## src/core/adcgv_params.svh

```systemverilog
// Register offsets, field positions, reset values and limits for the channel slice
`ifndef ADCGV_PARAMS_SVH
`define ADCGV_PARAMS_SVH

// ----------------------------------------------------------------------------
// Register offsets
// ----------------------------------------------------------------------------
`define ADCGV_ADDR_CH1_ANALOG_GAIN   8'h3d
`define ADCGV_ADDR_CH1_DIGITAL_VOL   8'h3e
`define ADCGV_ADDR_CODE_A_TRIM     8'h3f
`define ADCGV_ADDR_CH1_PHASE_TRIM    8'h40
`define ADCGV_ADDR_CH2_INPUT_SETUP   8'h41

// ----------------------------------------------------------------------------
// Reset values
// ----------------------------------------------------------------------------
`define ADCGV_RST_CH1_ANALOG_GAIN    8'h00
`define ADCGV_RST_CH1_DIGITAL_VOL    8'hc9
`define ADCGV_RST_CODE_A_TRIM      8'h80
`define ADCGV_RST_CH1_PHASE_TRIM     8'h00
`define ADCGV_RST_CH2_INPUT_SETUP    8'h10

// ----------------------------------------------------------------------------
// Field positions
// ----------------------------------------------------------------------------
`define ADCGV_GAIN_MSB               7
`define ADCGV_GAIN_LSB               2
`define ADCGV_GAIN_RSV_BIT           1
`define ADCGV_TRIM_MSB               7
`define ADCGV_TRIM_LSB               4
`define ADCGV_CH2_KIND_BIT           7
`define ADCGV_CH2_SRC_MSB            6
`define ADCGV_CH2_SRC_LSB            5
`define ADCGV_CH2_COUPLING_BIT       4
`define ADCGV_CH2_RANGE_BIT          3
`define ADCGV_CH2_AMP_MSB            2
`define ADCGV_CH2_AMP_LSB            1
`define ADCGV_CH2_AGC_BIT            0

// ----------------------------------------------------------------------------
// Code limits and unity points
// ----------------------------------------------------------------------------
`define ADCGV_GAIN_MAX_CODE          6'h2a
`define ADCGV_VOL_MUTE_CODE          8'h00
`define ADCGV_VOL_UNITY_CODE         9'h0c9
`define ADCGV_TRIM_UNITY_CODE        4'h8
`define ADCGV_PHASE_DEPTH            255

`endif

```

## src/core/adcgv_pkg.sv

```systemverilog
// Types shared by the channel gain, volume and calibration register slice
package adcgv_pkg;

    // ------------------------------------------------------------------------
    // Register file state
    // ------------------------------------------------------------------------
    typedef struct packed {
        logic [5:0]       gain;        // Analog gain code field
        logic             gain_rsv;    // Writable reserved bit
        logic [7:0]       volume;      // Digital volume code
        logic [3:0]       trim;        // Gain trim code field
        logic [7:0]       phase;       // Phase delay code
        logic [7:0]       ch2_setup;   // Channel 2 input setup
        logic [7:0]       rd_data;     // Registered read answer
        logic             rd_valid;    // Read answer strobe
        logic [5:0]       gain_code;   // Applied analog gain in dB
        logic             mute;        // Output silenced
        logic signed [8:0] vol_level;  // Applied level in half-dB steps
        logic signed [3:0] trim_level; // Applied trim in tenth-dB steps
    } adcgv_state_s;

    // Access kind of the register port
    typedef enum logic [1:0] {
        ADCGV_ACC_IDLE  = 2'b00,
        ADCGV_ACC_WRITE = 2'b01,
        ADCGV_ACC_READ  = 2'b10
    } adcgv_access_e;

endpackage : adcgv_pkg

```

## src/core/adcgv_delay_line.sv

```systemverilog
// Tapped delay of the modulator bit stream, counted in modulator ticks
`timescale 1ns/100ps
`include "adcgv_params.svh"

module adcgv_delay_line #(
    parameter int DEPTH = `ADCGV_PHASE_DEPTH
) (
    // Clock and reset
    input  wire logic       clock_in,
    input  wire logic       rst_n_in,
    input  wire logic       ce_in,
    // Stream
    input  wire logic       tick_in,
    input  wire logic       bit_in,
    input  wire logic [7:0] delay_in,
    output logic            bit_out
);
    import adcgv_pkg::*;

    typedef struct packed {
        logic [DEPTH-1:0] line;   // line[k] holds the input of k+1 ticks ago
        logic             out;
    } adcgv_dly_s;

    adcgv_dly_s state;
    adcgv_dly_s next_state;

    // ------------------------------------------------------------------------
    // Next state
    // ------------------------------------------------------------------------
    // Zero delay passes the current bit; the output flop is common to all
    // codes, so every code sees the same one-tick register latency.
    always_comb begin
        next_state = state;
        if (tick_in) begin
            if (delay_in == 8'h00) begin
                next_state.out = bit_in;
            end else begin
                next_state.out = state.line[delay_in - 8'h01];
            end
            next_state.line = {state.line[DEPTH-2:0], bit_in};
        end
    end

    // State register, frozen while the clock enable is low
    always_ff @(posedge clock_in or negedge rst_n_in) begin
        if (!rst_n_in) begin
            state <= '0;
        end else if (ce_in) begin
            state <= next_state;
        end
    end

    assign bit_out = state.out;

    // ------------------------------------------------------------------------
    // Checks
    // ------------------------------------------------------------------------
    a_delay_zero_pass: assert property (@(posedge clock_in) disable iff (!rst_n_in)
        (ce_in && tick_in && delay_in == 8'h00) |=> (bit_out == $past(bit_in)))
        else $error("zero phase code did not pass the bit straight");

    a_delay_one_tick: assert property (@(posedge clock_in) disable iff (!rst_n_in)
        (ce_in && tick_in && delay_in == 8'h01) |=> (bit_out == $past(state.line[0])))
        else $error("phase code one did not delay by one tick");

endmodule : adcgv_delay_line

```

## src/core/adcgv_regs.sv

```systemverilog
// Channel gain, volume, calibration registers and channel 1 stream path
`timescale 1ns/100ps
`include "adcgv_params.svh"

module adcgv_regs (
    // Clock, reset and freeze
    input  wire logic                 clock_in,
    input  wire logic                 rst_n_in,
    input  wire logic                 ce_in,
    // Register port from the control-port decoder
    input  wire adcgv_pkg::adcgv_access_e acc_in,
    input  wire logic [7:0]           addr_in,
    input  wire logic [7:0]           wdata_in,
    output logic [7:0]                rdata_out,
    output logic                      rvalid_out,
    // Channel 1 analog and digital settings
    output logic [5:0]                code_a_db_out,
    output logic                      ch1_mute_out,
    output logic signed [8:0]         ch1_volume_half_db_out,
    output logic signed [3:0]         ch1_trim_tenth_db_out,
    // Channel 1 modulator stream
    input  wire logic                 mod_tick_in,
    input  wire logic                 mod_bit_in,
    output logic                      ch1_bit_out,
    // Channel 2 input setup
    output logic                      ch2_input_kind_out,
    output logic [1:0]                ch2_input_source_out,
    output logic                      ch2_coupling_select_out,
    output logic                      ch2_swing_range_out,
    output logic [1:0]                ch2_amplifier_mode_out,
    output logic                      ch2_auto_gain_enable_out
);
    import adcgv_pkg::*;

    adcgv_state_s state;
    adcgv_state_s next_state;
    logic [7:0]   read_mux;

    // ------------------------------------------------------------------------
    // Read multiplexer
    // ------------------------------------------------------------------------
    // Read-only bits are assembled as zero, the reserved gain bit reads back as written; unmapped offsets answer zero
    always_comb begin
        case (addr_in)
            `ADCGV_ADDR_CH1_ANALOG_GAIN: read_mux = {state.gain, state.gain_rsv, 1'b0};
            `ADCGV_ADDR_CH1_DIGITAL_VOL: read_mux = state.volume;
            `ADCGV_ADDR_CODE_A_TRIM:   read_mux = {state.trim, 4'h0};
            `ADCGV_ADDR_CH1_PHASE_TRIM:  read_mux = state.phase;
            `ADCGV_ADDR_CH2_INPUT_SETUP: read_mux = state.ch2_setup;
            default:                     read_mux = 8'h00;
        endcase
    end

    // ------------------------------------------------------------------------
    // Next state
    // ------------------------------------------------------------------------
    always_comb begin
        next_state          = state;
        next_state.rd_valid = 1'b0;
        // Register writes; read-only bits are simply not stored
        if (acc_in == ADCGV_ACC_WRITE) begin
            case (addr_in)
                `ADCGV_ADDR_CH1_ANALOG_GAIN: begin
                    next_state.gain     = wdata_in[`ADCGV_GAIN_MSB:`ADCGV_GAIN_LSB];
                    next_state.gain_rsv = wdata_in[`ADCGV_GAIN_RSV_BIT];
                end
                `ADCGV_ADDR_CH1_DIGITAL_VOL: begin
                    next_state.volume = wdata_in;
                end
                `ADCGV_ADDR_CODE_A_TRIM: begin
                    next_state.trim = wdata_in[`ADCGV_TRIM_MSB:`ADCGV_TRIM_LSB];
                end
                `ADCGV_ADDR_CH1_PHASE_TRIM: begin
                    next_state.phase = wdata_in;
                end
                `ADCGV_ADDR_CH2_INPUT_SETUP: begin
                    next_state.ch2_setup = wdata_in;
                end
                default: begin
                    next_state.rd_valid = 1'b0;
                end
            endcase
        end else if (acc_in == ADCGV_ACC_READ) begin
            next_state.rd_data  = read_mux;
            next_state.rd_valid = 1'b1;
        end
        // Reserved gain codes saturate at the top step so the amplifier never
        // sees an undefined setting; the register still holds what was written
        if (state.gain > `ADCGV_GAIN_MAX_CODE) begin
            next_state.gain_code = `ADCGV_GAIN_MAX_CODE;
        end else begin
            next_state.gain_code = state.gain;
        end
        // Code zero is a hard mute, not the bottom of the attenuation range
        next_state.mute      = (state.volume == `ADCGV_VOL_MUTE_CODE);
        next_state.vol_level = $signed({1'b0, state.volume}) - $signed(`ADCGV_VOL_UNITY_CODE);
        next_state.trim_level = $signed(state.trim - `ADCGV_TRIM_UNITY_CODE);
    end

    // ------------------------------------------------------------------------
    // State register
    // ------------------------------------------------------------------------
    // All state holds while the clock enable is low
    always_ff @(posedge clock_in or negedge rst_n_in) begin
        if (!rst_n_in) begin
            state            <= '0;
            state.gain       <= 6'(`ADCGV_RST_CH1_ANALOG_GAIN >> `ADCGV_GAIN_LSB);
            state.volume     <= `ADCGV_RST_CH1_DIGITAL_VOL;
            state.trim       <= 4'(`ADCGV_RST_CODE_A_TRIM >> `ADCGV_TRIM_LSB);
            state.phase      <= `ADCGV_RST_CH1_PHASE_TRIM;
            state.ch2_setup  <= `ADCGV_RST_CH2_INPUT_SETUP;
            state.vol_level  <= 9'sh000;
            state.trim_level <= 4'sh0;
        end else if (ce_in) begin
            state <= next_state;
        end
    end

    // ------------------------------------------------------------------------
    // Channel 1 phase delay
    // ------------------------------------------------------------------------
    // Mute is applied after the delay in the stream output below
    logic delayed_bit;

    adcgv_delay_line #(
        .DEPTH (`ADCGV_PHASE_DEPTH)
    ) u_phase_delay (
        .clock_in (clock_in),
        .rst_n_in (rst_n_in),
        .ce_in    (ce_in),
        .tick_in  (mod_tick_in),
        .bit_in   (mod_bit_in),
        .delay_in (state.phase),
        .bit_out  (delayed_bit)
    );

    // Muted stream is forced to zero; a real volume multiply lies downstream
    logic stream_q;

    always_ff @(posedge clock_in or negedge rst_n_in) begin
        if (!rst_n_in) begin
            stream_q <= 1'b0;
        end else if (ce_in) begin
            stream_q <= delayed_bit & ~state.mute;
        end
    end

    // ------------------------------------------------------------------------
    // Outputs, all straight from flops
    // ------------------------------------------------------------------------
    assign rdata_out                = state.rd_data;
    assign rvalid_out               = state.rd_valid;
    assign code_a_db_out          = state.gain_code;
    assign ch1_mute_out             = state.mute;
    assign ch1_volume_half_db_out   = state.vol_level;
    assign ch1_trim_tenth_db_out    = state.trim_level;
    assign ch1_bit_out              = stream_q;
    assign ch2_input_kind_out       = state.ch2_setup[`ADCGV_CH2_KIND_BIT];
    assign ch2_input_source_out     = state.ch2_setup[`ADCGV_CH2_SRC_MSB:`ADCGV_CH2_SRC_LSB];
    assign ch2_coupling_select_out  = state.ch2_setup[`ADCGV_CH2_COUPLING_BIT];
    assign ch2_swing_range_out      = state.ch2_setup[`ADCGV_CH2_RANGE_BIT];
    assign ch2_amplifier_mode_out   = state.ch2_setup[`ADCGV_CH2_AMP_MSB:`ADCGV_CH2_AMP_LSB];
    assign ch2_auto_gain_enable_out = state.ch2_setup[`ADCGV_CH2_AGC_BIT];

    // ------------------------------------------------------------------------
    // Checks
    // ------------------------------------------------------------------------
    a_gain_code_cap: assert property (@(posedge clock_in) disable iff (!rst_n_in)
        (ce_in && state.gain > 6'h2a) |=> (code_a_db_out == 6'h2a))
        else $error("reserved gain code not held at the top step");

    a_gain_code_follow: assert property (@(posedge clock_in) disable iff (!rst_n_in)
        (ce_in && acc_in == ADCGV_ACC_WRITE && addr_in == 8'h3d && wdata_in[7:2] <= 6'h2a)
        |=> ##1 (code_a_db_out == $past(wdata_in[7:2], 2)))
        else $error("gain write not applied two cycles later");

    a_gain_bit0_zero: assert property (@(posedge clock_in) disable iff (!rst_n_in)
        (ce_in && acc_in == ADCGV_ACC_READ && addr_in == 8'h3d) |=> (rdata_out[0] == 1'b0))
        else $error("read-only gain bit 0 read as one");

    a_mute_on_zero: assert property (@(posedge clock_in) disable iff (!rst_n_in)
        (ce_in && state.volume == 8'h00) |=> ch1_mute_out)
        else $error("volume code zero did not mute");

    // The stream flop lags the mute flag by one cycle
    a_mute_stream_zero: assert property (@(posedge clock_in) disable iff (!rst_n_in)
        (ce_in && state.mute) |=> !ch1_bit_out)
        else $error("muted channel still sent a one");

    a_volume_level: assert property (@(posedge clock_in) disable iff (!rst_n_in)
        (ce_in && state.volume == 8'hff) |=> (ch1_volume_half_db_out == 9'sd54))
        else $error("top volume code not at 27 dB");

    a_volume_floor: assert property (@(posedge clock_in) disable iff (!rst_n_in)
        (ce_in && state.volume == 8'h01) |=> (ch1_volume_half_db_out == -9'sd200 && !ch1_mute_out))
        else $error("volume code one not at -100 dB");

    a_reset_values: assert property (@(posedge clock_in)
        $rose(rst_n_in) |-> (state.volume == 8'hc9 && state.trim == 4'h8 && state.phase == 8'h00
                             && state.gain == 6'h00 && state.ch2_setup == 8'h10))
        else $error("register reset value wrong");

    a_trim_level: assert property (@(posedge clock_in) disable iff (!rst_n_in)
        (ce_in && state.trim == 4'h0) |=> (ch1_trim_tenth_db_out == -4'sd8))
        else $error("trim code zero not at -0.8 dB");

    a_trim_low_zero: assert property (@(posedge clock_in) disable iff (!rst_n_in)
        (ce_in && acc_in == ADCGV_ACC_READ && addr_in == 8'h3f) |=> (rdata_out[3:0] == 4'h0))
        else $error("reserved trim bits read non-zero");

    a_coupling_map: assert property (@(posedge clock_in) disable iff (!rst_n_in)
        (ce_in && acc_in == ADCGV_ACC_WRITE && addr_in == 8'h41)
        |=> (ch2_coupling_select_out == $past(wdata_in[4])))
        else $error("coupling select not taken from bit 4");

endmodule : adcgv_regs

```

## config.mk

```make
export PLATFORM = sky130hd
export DESIGN_NAME = adcgv_regs
export DESIGN_NICKNAME = d
export VERILOG_FILES = /design/src/core/adcgv_pkg.sv /design/src/core/adcgv_delay_line.sv /design/src/core/adcgv_regs.sv
export VERILOG_INCLUDE_DIRS = /design/src /design/src/core
export SDC_FILE = /design/constraint.sdc
export NUM_CORES = 1
export LEC_CHECK = 0
export BUFFER_PORTS_ARGS = -buffer_cell sky130_fd_sc_hd__buf_2
export CAP_MARGIN = 20
export CORE_MARGIN = 2
export CORE_UTILIZATION = 61
export CTS_CLUSTER_SIZE = 10
export DETAILED_ROUTE_END_ITERATION = 10
export PLACE_DENSITY_LB_ADDON = 0.05
export RECOVER_POWER = 100
export SETUP_SLACK_MARGIN = 0.4
export SLEW_MARGIN = 5
export SYNTH_ARGS = -nofsm -noshare
export SYNTH_HDL_FRONTEND = slang
export SYNTH_SLANG_ARGS = --single-unit
export TNS_END_PERCENT = 10
```

## constraint.sdc

```tcl
create_clock -name clock_in -period 6.8 [get_ports clock_in]
set_clock_uncertainty 0.05 [all_clocks]
set_input_delay 0.68 -clock clock_in [delete_from_list [all_inputs] [get_ports clock_in]]
set_output_delay 0.68 -clock clock_in [all_outputs]
set_load 0.02 [all_outputs]
```

# Word-level counts from Yosys, hierarchy flattened
# Cells that the tools add are included.
# op_classes
n_addsub	3
n_reduce_logical	9
n_eq_ne	7
muxes	7
magnitude_cmp	2
bitwise	3
# ops
op	count
8-bit case mux with 5 select lines	1
8-bit by 6-bit equality test with 1-bit output, second input constant	3
3-bit AND reduction	6
8-bit by 7-bit equality test with 1-bit output, second input constant	2
8-bit zero test	2
8-bit by 9-bit less-than comparator with 1-bit output, second input constant	1
8-bit by 8-bit subtractor with 9-bit output, second input constant	1
1-bit binary-select mux with 8-bit select	1
8-bit by 1-bit subtractor with 8-bit output, second input constant	1
6-bit > comparator, second input constant	1
6-bit 2-to-1 mux	1
1-bit 2-to-1 mux	4
4-bit subtractor, second input constant	1
2-bit by 1-bit equality test with 1-bit output, second input constant	1
2-bit equality test, second input constant	1
1-bit inverter	2
2-bit AND reduction	1
1-bit bitwise AND	1
# word_totals
output_inout_bits	38
input_bits	23
word_cells	46
reg_bits	321

# Longest topological paths before layout
# Gate-level depths: netlist (run 1).
# depth
word_depth	4
mapped_depth	14
ltp_nobuf	10

# By module
# Synthesis (run 1) repeated with hierarchy kept, for this count alone.
# unflattened
cells_unflattened	1546
area_unflattened_um2	15124.5
# modules_own_cells
mod	cells_per_inst	area_each_um2	seq_area_each_um2	instances
adcgv_delay_line	1258	11855.1	6406.1	1
adcgv_regs	288	3269.4	1634.1	1

# Worst setup path before layout (run 1)
# No wires, ideal clock.
# synth_timing
path_kind	register to register
startpoint	register state[37] (netlist bit)
endpoint	register u_phase_delay.state (netlist bit u_phase_delay.bit_out)
path_buffers	3
required_time_ps	6612
t_arrival_ps	3263
stages_incl_launch_ff	14
setup_ps	138
period_less_slack_ps	3451
path_slack_ps	3349
path_cell_list	dfrtp_1 -> buf_4 -> buf_2 -> inv_2 -> ha_1 -> xor2_2 -> buf_6 -> mux4_1 -> nand2_1 -> nand2_1 -> a2111oi_0 -> a2bb2oi_1 -> a31oi_1 -> o31ai_2
# synth_via
elab_chain_cells	4
elab_cells_between_ends	5
classes_between	1 x add/sub; 3 x mux; 1 x reduce/logical
# synth_rtl
element	line	text
from (decl)	adcgv_regs.sv:35	adcgv_state_s state;
from (signal assigned)	adcgv_regs.sv:115	state <= next_state;
8-bit by 1-bit subtractor with 8-bit output	adcgv_delay_line.sv:39	next_state.out = state.line[delay_in - 8'h01];
1-bit binary-select mux with 8-bit select	adcgv_delay_line.sv:39	
1-bit 2-to-1 mux (implied by the code)	adcgv_delay_line.sv:39	
1-bit 2-to-1 mux *	adcgv_delay_line.sv:36	if (delay_in == 8'h00) begin
to (signal assigned)	adcgv_delay_line.sv:50	state <= next_state;
to (decl)	adcgv_delay_line.sv:25	adcgv_dly_s state;
# Mark *: on every way between the ends. The rest lies on a longest branch, timed or not. The select of a mux whose other input is x is not followed.
# A chain may end at the register's enable or synchronous reset.

# Worst setup path after layout (run 1)
# layout_timing
startpoint	input port ce_in
endpoint	register u_phase_delay.state[209] (netlist bit)
# layout_via
elab_chain_cells	1
# layout_rtl
element	line	text
from (decl)	adcgv_regs.sv:9	input wire logic ce_in,
2-bit AND reduction (no line)	-	
# No other way between the ends.

==> impl_metrics.py, run 1 <==
metrics = {
    "critical_path": {
        "worstPathRequired_ps": 7130,
        "r2r_start": "state[37]",
        "worstSetupPathType": "input pin to flip-flop",
        "r2r_slack_ps": 3020,
        "end_kind": "flip-flop",
        "critPathArrivalTime_ps": 5220,
        "r2r_cells": 10,
        "r2r_end": "u_phase_delay.bit_out",
        "path_max_fanout": 45,
        "cp-start-kind": "input pin",
    },
    "sta": {
        "fin_setup_tns_ps": 0,
        "finalSetupViolCount": 0,
        "fmax_mhz": 204,
        "tightest_slew_ps": 3380,
        "period_minus_slack_ps": 4890,
        "hold_violations": 0,
        "grt_setup_unrepaired": "no",
        "fin_crit_sh": 0.720,
        "slew_viol_final": 353,
        "relSlewSlack": -1.26,
    },
    "synthesis": {
        "synth.ff_latch_count": 321,
        "synth.distinct_cells": 60,
        "yosys_warnings": 0,
        "yosysTopAreaCell": "dfrtp_1",
        "synth_edf_count": 0,
        "synthArstFlopShare": 1.00,
        "netlist_area_sq_mm": 0.0149,
        "avgSynthCellArea_sq_um": 14.7,
        "yosysTopAreaCellShare": 0.529,
        "seq_area_frac_synth": 0.540,
        "syn_inst": 1015,
        "synth_fp_nets": 1041,
        "synth_flop_cell": "dfrtp_1",
        "synthTopCellsByArea": "dfrtp_1 (53%), mux2_2 (23%), mux4_2 (7.9%), mux4_1 (1.8%), buf_4 (1.7%)",
    },
    "placement": {
        "portBuffers": 60,
        "dp_cells": 1320,
        "dpl.hpwl_um": 18100,
        "gp_congestion": 0.787,
    },
    "global_routing": {
        "grt_antenna_before_repair": 1,
        "grt_max_degree": 136,
        "grt_overflow": 0,
        "track_usage": 0.233,
        "grt_pass1_vias": 8678,
        "grt_pass1_wl_um": 47800,
    },
    "floorplan": {
        "rows": 57,
        "fp.coreArea_sq_mm": 0.0242,
        "dieArea_sq_mm": 0.0257,
        "ios": 61,
        "floorplan.initialDensity": 0.616,
        "die_width_um": 160,
        "die_h_um": 160,
    },
    "routing": {
        "post-route-drc-count": 0,
        "dr.pass1.iters": 4,
        "vias_per_cell": 6.14,
        "vias": 8422,
        "wl_per_cell_um": 21.0,
        "drtAntennaViolNets": 0,
        "wirelength_um": 28900,
        "drtIter0Drc": 579,
    },
    "cells_and_area": {
        "final_cells": 1372,
        "diodes": 0,
        "area_delta_synth_final_pct": 9.19,
        "fillers": 1773,
        "final_util": 0.673,
        "final_nets": 1062,
        "drive_above_1_share": 0.423,
    },
    "clocking": {
        "cts_buffers": 38,
        "cts.sinks": 321,
        "cts_buffer_depth": 3,
        "clockRootBuffer": "clkbuf_16",
        "htreeDepth": 2,
        "cts_setup_buffers": 0,
        "path_clk_slew_ps": 50,
        "hold_buffers": 0,
        "clock_latency_ps": 510,
        "cts_resized": 0,
        "cts_tree": "yes",
    },
    "worst_hold_path": {
        "holdPathStages": 3,
        "worstHoldStart": "wdata_in[3]",
        "hp-class": "input pin to flip-flop",
        "holdPathEnd": "state[59]",
    },
    "job": {
        "cap_violations": 5,
    },
    "run_status": {
        "status": "finished, violations left",
        "violations": "max-capacitance violations, max-slew violations",
    },
    "power_and_ir_drop": {
        "power_leakage_uw": 0.00773,
        "ir_drop_v": 0.000227,
        "power_density_mw_per_mm2": 252,
    },
}
final cells by class:
| class | instances | area [sq um] | share of cell area |
|---|---|---|---|
| Sequential cell | 321 | 8040 | 0.494 |
| Multi-Input combinational cell | 590 | 6330 | 0.389 |
| Clock buffer | 51 | 1060 | 0.0654 |
| Tap cell | 324 | 405 | 0.0249 |
| Timing Repair Buffer | 74 | 357 | 0.0219 |
| Inverter | 11 | 41.3 | 0.00254 |
| Clock inverter | 1 | 30.0 | 0.00185 |
synth_stat cells, types with 2 or more instances:
cell,count
nand3_1,11
a222oi_1,7
a32oi_1,5
mux2_2,300
buf_2,7
a211oi_1,7
and3_1,4
mux2i_1,19
nand3b_1,4
nor2b_1,9
a31oi_1,6
nand2b_1,5
o21ai_0,22
a22oi_1,6
nand4_1,3
nor3_1,8
buf_6,4
dfstp_2,6
clkbuf_1,47
nand2_1,37
or2_2,2
ha_1,3
mux4_2,52
mux4_1,10
a221oi_1,2
and2_1,5
buf_1,2
dfrtp_1,315
xnor2_1,6
nor2_1,14
buf_4,33
inv_1,10
o211ai_1,3
xor2_1,6
a21oi_1,9
nor4_1,2
state kept, by name, indices dropped and copies added (netlist names):
register and cells:
u_phase_delay.state 255, ch2_amplifier_mode_out 2, u_phase_delay.bit_out 1, ch1_mute_out 1, code_a_db_out 6, ch1_volume_half_db_out 9, ch1_bit_out 1, state 27
ch2_input_source_out 2, ch2_swing_range_out 1, rdata_out 8, rvalid_out 1, ch2_coupling_select_out 1, ch1_trim_tenth_db_out 4, ch2_auto_gain_enable_out 1, ch2_input_kind_out 1
critical path, cell delays in order:
cell and delay (ps):
clkbuf_1 540, nand2_1 1600, clkbuf_1 1890, mux2_2 460
cells in the final DEF (no fill, tap or decap), types with 3 or more instances in the layout:
| master | netlist | layout |
|---|---|---|
| a211oi_1 | 7 | 7 |
| a21oi_1 | 9 | 9 |
| a222oi_1 | 7 | 7 |
| a22oi_1 | 6 | 6 |
| a31oi_1 | 6 | 6 |
| a32oi_1 | 5 | 5 |
| and2_1 | 5 | 3 |
| and3_1 | 4 | 4 |
| buf_2 | 7 | 20 |
| buf_4 | 33 | 9 |
| clkbuf_1 | 47 | 51 |
| clkbuf_16 | 0 | 41 |
| clkbuf_2 | 0 | 3 |
| dfrtp_1 | 315 | 314 |
| dfstp_2 | 6 | 6 |
| inv_1 | 10 | 10 |
| mux2_2 | 300 | 299 |
| mux2i_1 | 19 | 19 |
| mux4_1 | 10 | 10 |
| mux4_2 | 52 | 52 |
| nand2_1 | 37 | 37 |
| nand2b_1 | 5 | 5 |
| nand3_1 | 11 | 11 |
| nand3b_1 | 4 | 4 |
| nand4_1 | 3 | 3 |
| nor2_1 | 14 | 14 |
| nor2b_1 | 9 | 9 |
| nor3_1 | 8 | 8 |
| o211ai_1 | 3 | 3 |
| o21ai_0 | 22 | 22 |
| xnor2_1 | 6 | 5 |
| xor2_1 | 6 | 6 |
through the flow:
stage	hold WS (ps)	cell area, sq um	worst slack [ps]	total power (uW)
2_1_floorplan	334	14900	3350	2210
3_3_place_gp	406	15200	3070	2310
3_5_place_dp	416	15200	3060	2310
4_1_cts	277	16300	3010	4160
5_1_grt	389	16300	1430	4260
6_report	378	16300	1910	4110
logic make-up (layout without fill, tap and decap cells):
family	Yosys count	after routing	synth area share
simple gates	112	112	0.0381
compound gates	81	81	0.0385
buf+inv	104	137	0.0371
fa+ha+maj	3	3	0.00252
flops	321	321	0.540
mux	381	381	0.336
xor+xnor	13	13	0.00815
power breakdown:
group          total [uW]  switching [uW]  internal (uW)
sequential           2010            42.8           1970
clock                1830             719           1110
combinational         265             148            117
total                4110             910           3200
worst max path at each step:
stage                   start                  endpoint  slack, ps
finish                  ce_in  u_phase_delay.state[209]       1910
global route            ce_in  u_phase_delay.state[207]       1430
CTS                 state[37]     u_phase_delay.bit_out       3010
detailed placement  state[37]     u_phase_delay.bit_out       3060
global placement    state[37]     u_phase_delay.bit_out       3070
floorplan           state[37]     u_phase_delay.bit_out       3350
layer usage:
layer	track usage	part of all wire
met1	0.351	0.47
met2	0.359	0.47
met3	0.0384	0.043
met4	0.0606	0.020
met5	0	0.00031
(Power assumes the default switching activity.)
==> run 2, diff against run 1 <==
- ABC_AREA: not set -> 1
- CORE_UTILIZATION: 61 -> 56
- clock period: 6.8 -> 4.1 ns (I/O delays scaled with it)
==> impl_metrics.py, run 2 <==
metrics = {
    "run_status": {
        "status": "finished, violations left",
        "violations": "max-capacitance violations, max-slew violations",
    },
    "clocking": {
        "cts_buffers": 38,
        "clock_latency_ps": 510,
        "cts_buffer_depth": 3,
        "htreeDepth": 2,
        "cts.sinks": 321,
        "path_clk_slew_ps": 50,
        "cts_tree": "yes",
        "cts_resized": 0,
        "hold_buffers": 1,
        "cts_setup_buffers": 0,
        "clockRootBuffer": "clkbuf_16",
    },
    "routing": {
        "dr.pass1.iters": 5,
        "drtIter0Drc": 995,
        "wl_per_cell_um": 15.0,
        "drtAntennaViolNets": 0,
        "vias_per_cell": 5.32,
        "post-route-drc-count": 0,
        "wirelength_um": 34900,
        "vias": 12400,
    },
    "cells_and_area": {
        "largest_reg_flops": 255,
        "area_delta_synth_final_pct": 7.76,
        "final_nets": 1964,
        "final_cell_mix": "nand2_1 (548), dfrtp_1 (314), o21ai_0 (275)",
        "fillers": 2414,
        "drive_above_1_share": 0.0569,
        "diodes": 0,
        "largest-register": "u_phase_delay.state",
        "final_common_cell": "nand2_1",
    },
    "critical_path": {
        "path_max_fanout": 82,
        "r2r_cells": 14,
        "worstSetupPathType": "flip-flop to flip-flop",
        "worstPathRequired_ps": 4450,
        "r2r_slack_ps": 760,
        "end_kind": "flip-flop",
        "cp-start-kind": "flip-flop",
        "critPathArrivalTime_ps": 3690,
        "r2r_start": "state[37]",
        "r2r_end": "u_phase_delay.bit_out",
    },
    "sta": {
        "fin_setup_tns_ps": 0,
        "finalSetupViolCount": 0,
        "period_minus_slack_ps": 3340,
        "tightest_slew_ps": 2510,
        "fmax_mhz": 299,
        "fin_crit_sh": 0.815,
        "hold_violations": 0,
        "grt_setup_unrepaired": "no",
        "relSlewSlack": -0.674,
        "slew_viol_final": 152,
    },
    "global_routing": {
        "grt_pass1_wl_um": 59200,
        "grt_max_degree": 175,
        "track_usage": 0.251,
        "grt_antenna_before_repair": 0,
        "grt_pass1_vias": 11700,
        "grt_overflow": 0,
    },
    "floorplan": {
        "floorplan.initialDensity": 0.572,
        "ios": 61,
        "fp.coreArea_sq_mm": 0.0271,
        "dieArea_sq_mm": 0.0290,
        "die_width_um": 170,
        "rows": 60,
        "die_h_um": 170,
    },
    "synthesis": {
        "yosys_warnings": 0,
        "syn_inst": 1966,
        "synth_common_cells": "nand2_1 (548), dfrtp_1 (315), o21ai_0 (275)",
        "netlist_area_sq_mm": 0.0155,
        "synthArstFlopShare": 1.00,
        "synth.distinct_cells": 38,
        "yosysTopAreaCellShare": 0.508,
        "synthTopCellsByArea": "dfrtp_1 (51%), nand2_1 (13%), o21ai_0 (8.9%), nand3_1 (7.9%), inv_1 (6.2%)",
        "synth_flop_cell": "dfrtp_1",
        "seq_area_frac_synth": 0.519,
        "synth.ff_latch_count": 321,
        "avgSynthCellArea_sq_um": 7.89,
        "synth_edf_count": 0,
        "yosysTopAreaCell": "dfrtp_1",
        "yosysMostFrequentCell": "nand2_1",
        "synth_fp_nets": 1992,
    },
    "power_and_ir_drop": {
        "power.total_uw": 8350,
        "ir_drop_v": 0.000321,
        "power_density_mw_per_mm2": 500,
        "power_leakage_uw": 0.00796,
    },
    "placement": {
        "gp_congestion": 0.857,
        "dpl.hpwl_um": 21700,
        "portBuffers": 60,
    },
    "worst_hold_path": {
        "hp-class": "input pin to flip-flop",
        "holdPathEnd": "u_phase_delay.state[1]",
        "worstHoldStart": "mod_bit_in",
        "holdPathStages": 3,
    },
    "job": {
        "cap_violations": 2,
    },
}
[run 2: metrics by stage]
| step | std cells | hold WS (ps) | utilization | area [sq um] | setup slack [ps] |
|---|---|---|---|---|---|
| 3_5_place_dp | 2269 | 417 | 0.579 | 15700 | 914 |
| 3_3_place_gp | 2269 | 407 | 0.579 | 15700 | 929 |
| 5_1_grt | 2324 | 192 | 0.616 | 16700 | 409 |
| 2_1_floorplan | 1966 | 64.4 | - | 15500 | 1810 |
| 4_1_cts | 2324 | 161 | 0.619 | 16800 | 891 |
| 6_report | 2324 | 169 | 0.616 | 16700 | 760 |
[run 2: cell families (layout without fill, tap and decap cells)]
group,count (synthesis),in the layout,synth area share
and+or+nand+nor,869,869,0.234
muxes,3,3,0.00218
AOI/OAI and AO/OA,355,355,0.122
xor gates and xnor gates,5,5,0.00452
DFF,321,321,0.519
buffers and inverters,410,396,0.116
adders and majority gates,3,3,0.00242
[run 2: metal layers]
metal  GRT usage  up-vias  share of wire
li1            -     6154              -
met1       0.366     5878           0.47
met2       0.397      282           0.46
met3      0.0365       48          0.049
met4      0.0598        0          0.018
met5           0        -              0
[run 2: worst max path at each step]
stage,startpoint,end,cells past startpoint
2_1_floorplan,state[37],u_phase_delay.bit_out,17
3_3_place_gp,state[37],u_phase_delay.bit_out,14
3_5_place_dp,state[37],u_phase_delay.bit_out,14
4_1_cts,state[37],u_phase_delay.bit_out,14
5_1_grt,ce_in,u_phase_delay.state[64],4
6_report,state[37],u_phase_delay.bit_out,14
[run 2: layout make-up]
type	instances	area [sq um]	share of cell area
Clock buffer	54	1090	0.0655
Inverter	263	991	0.0593
Multi-Input combinational cell	1235	5670	0.339
Sequential cell	321	8040	0.481
Tap cell	372	465	0.0279
Timing Repair Buffer	79	445	0.0267
[run 2: critical path: stages (launching register included)]
cell and delay [ps]:
dfrtp_4 740, clkinv_2 130, buf_4 240, clkbuf_4 780
nand2_1 130, nand3_1 120, nand3_1 90, nand3_1 100
nand3_1 170, nand3_1 120, nand3_1 110, nand3_1 140
nand3_1 80, nand2_1 70, nand2_1 50
[run 2: report_power, final]
part	switching (uW)	internal, uW
Sequential	299	3710
Clock	1230	1830
Combinational	831	451
Total	2360	5990
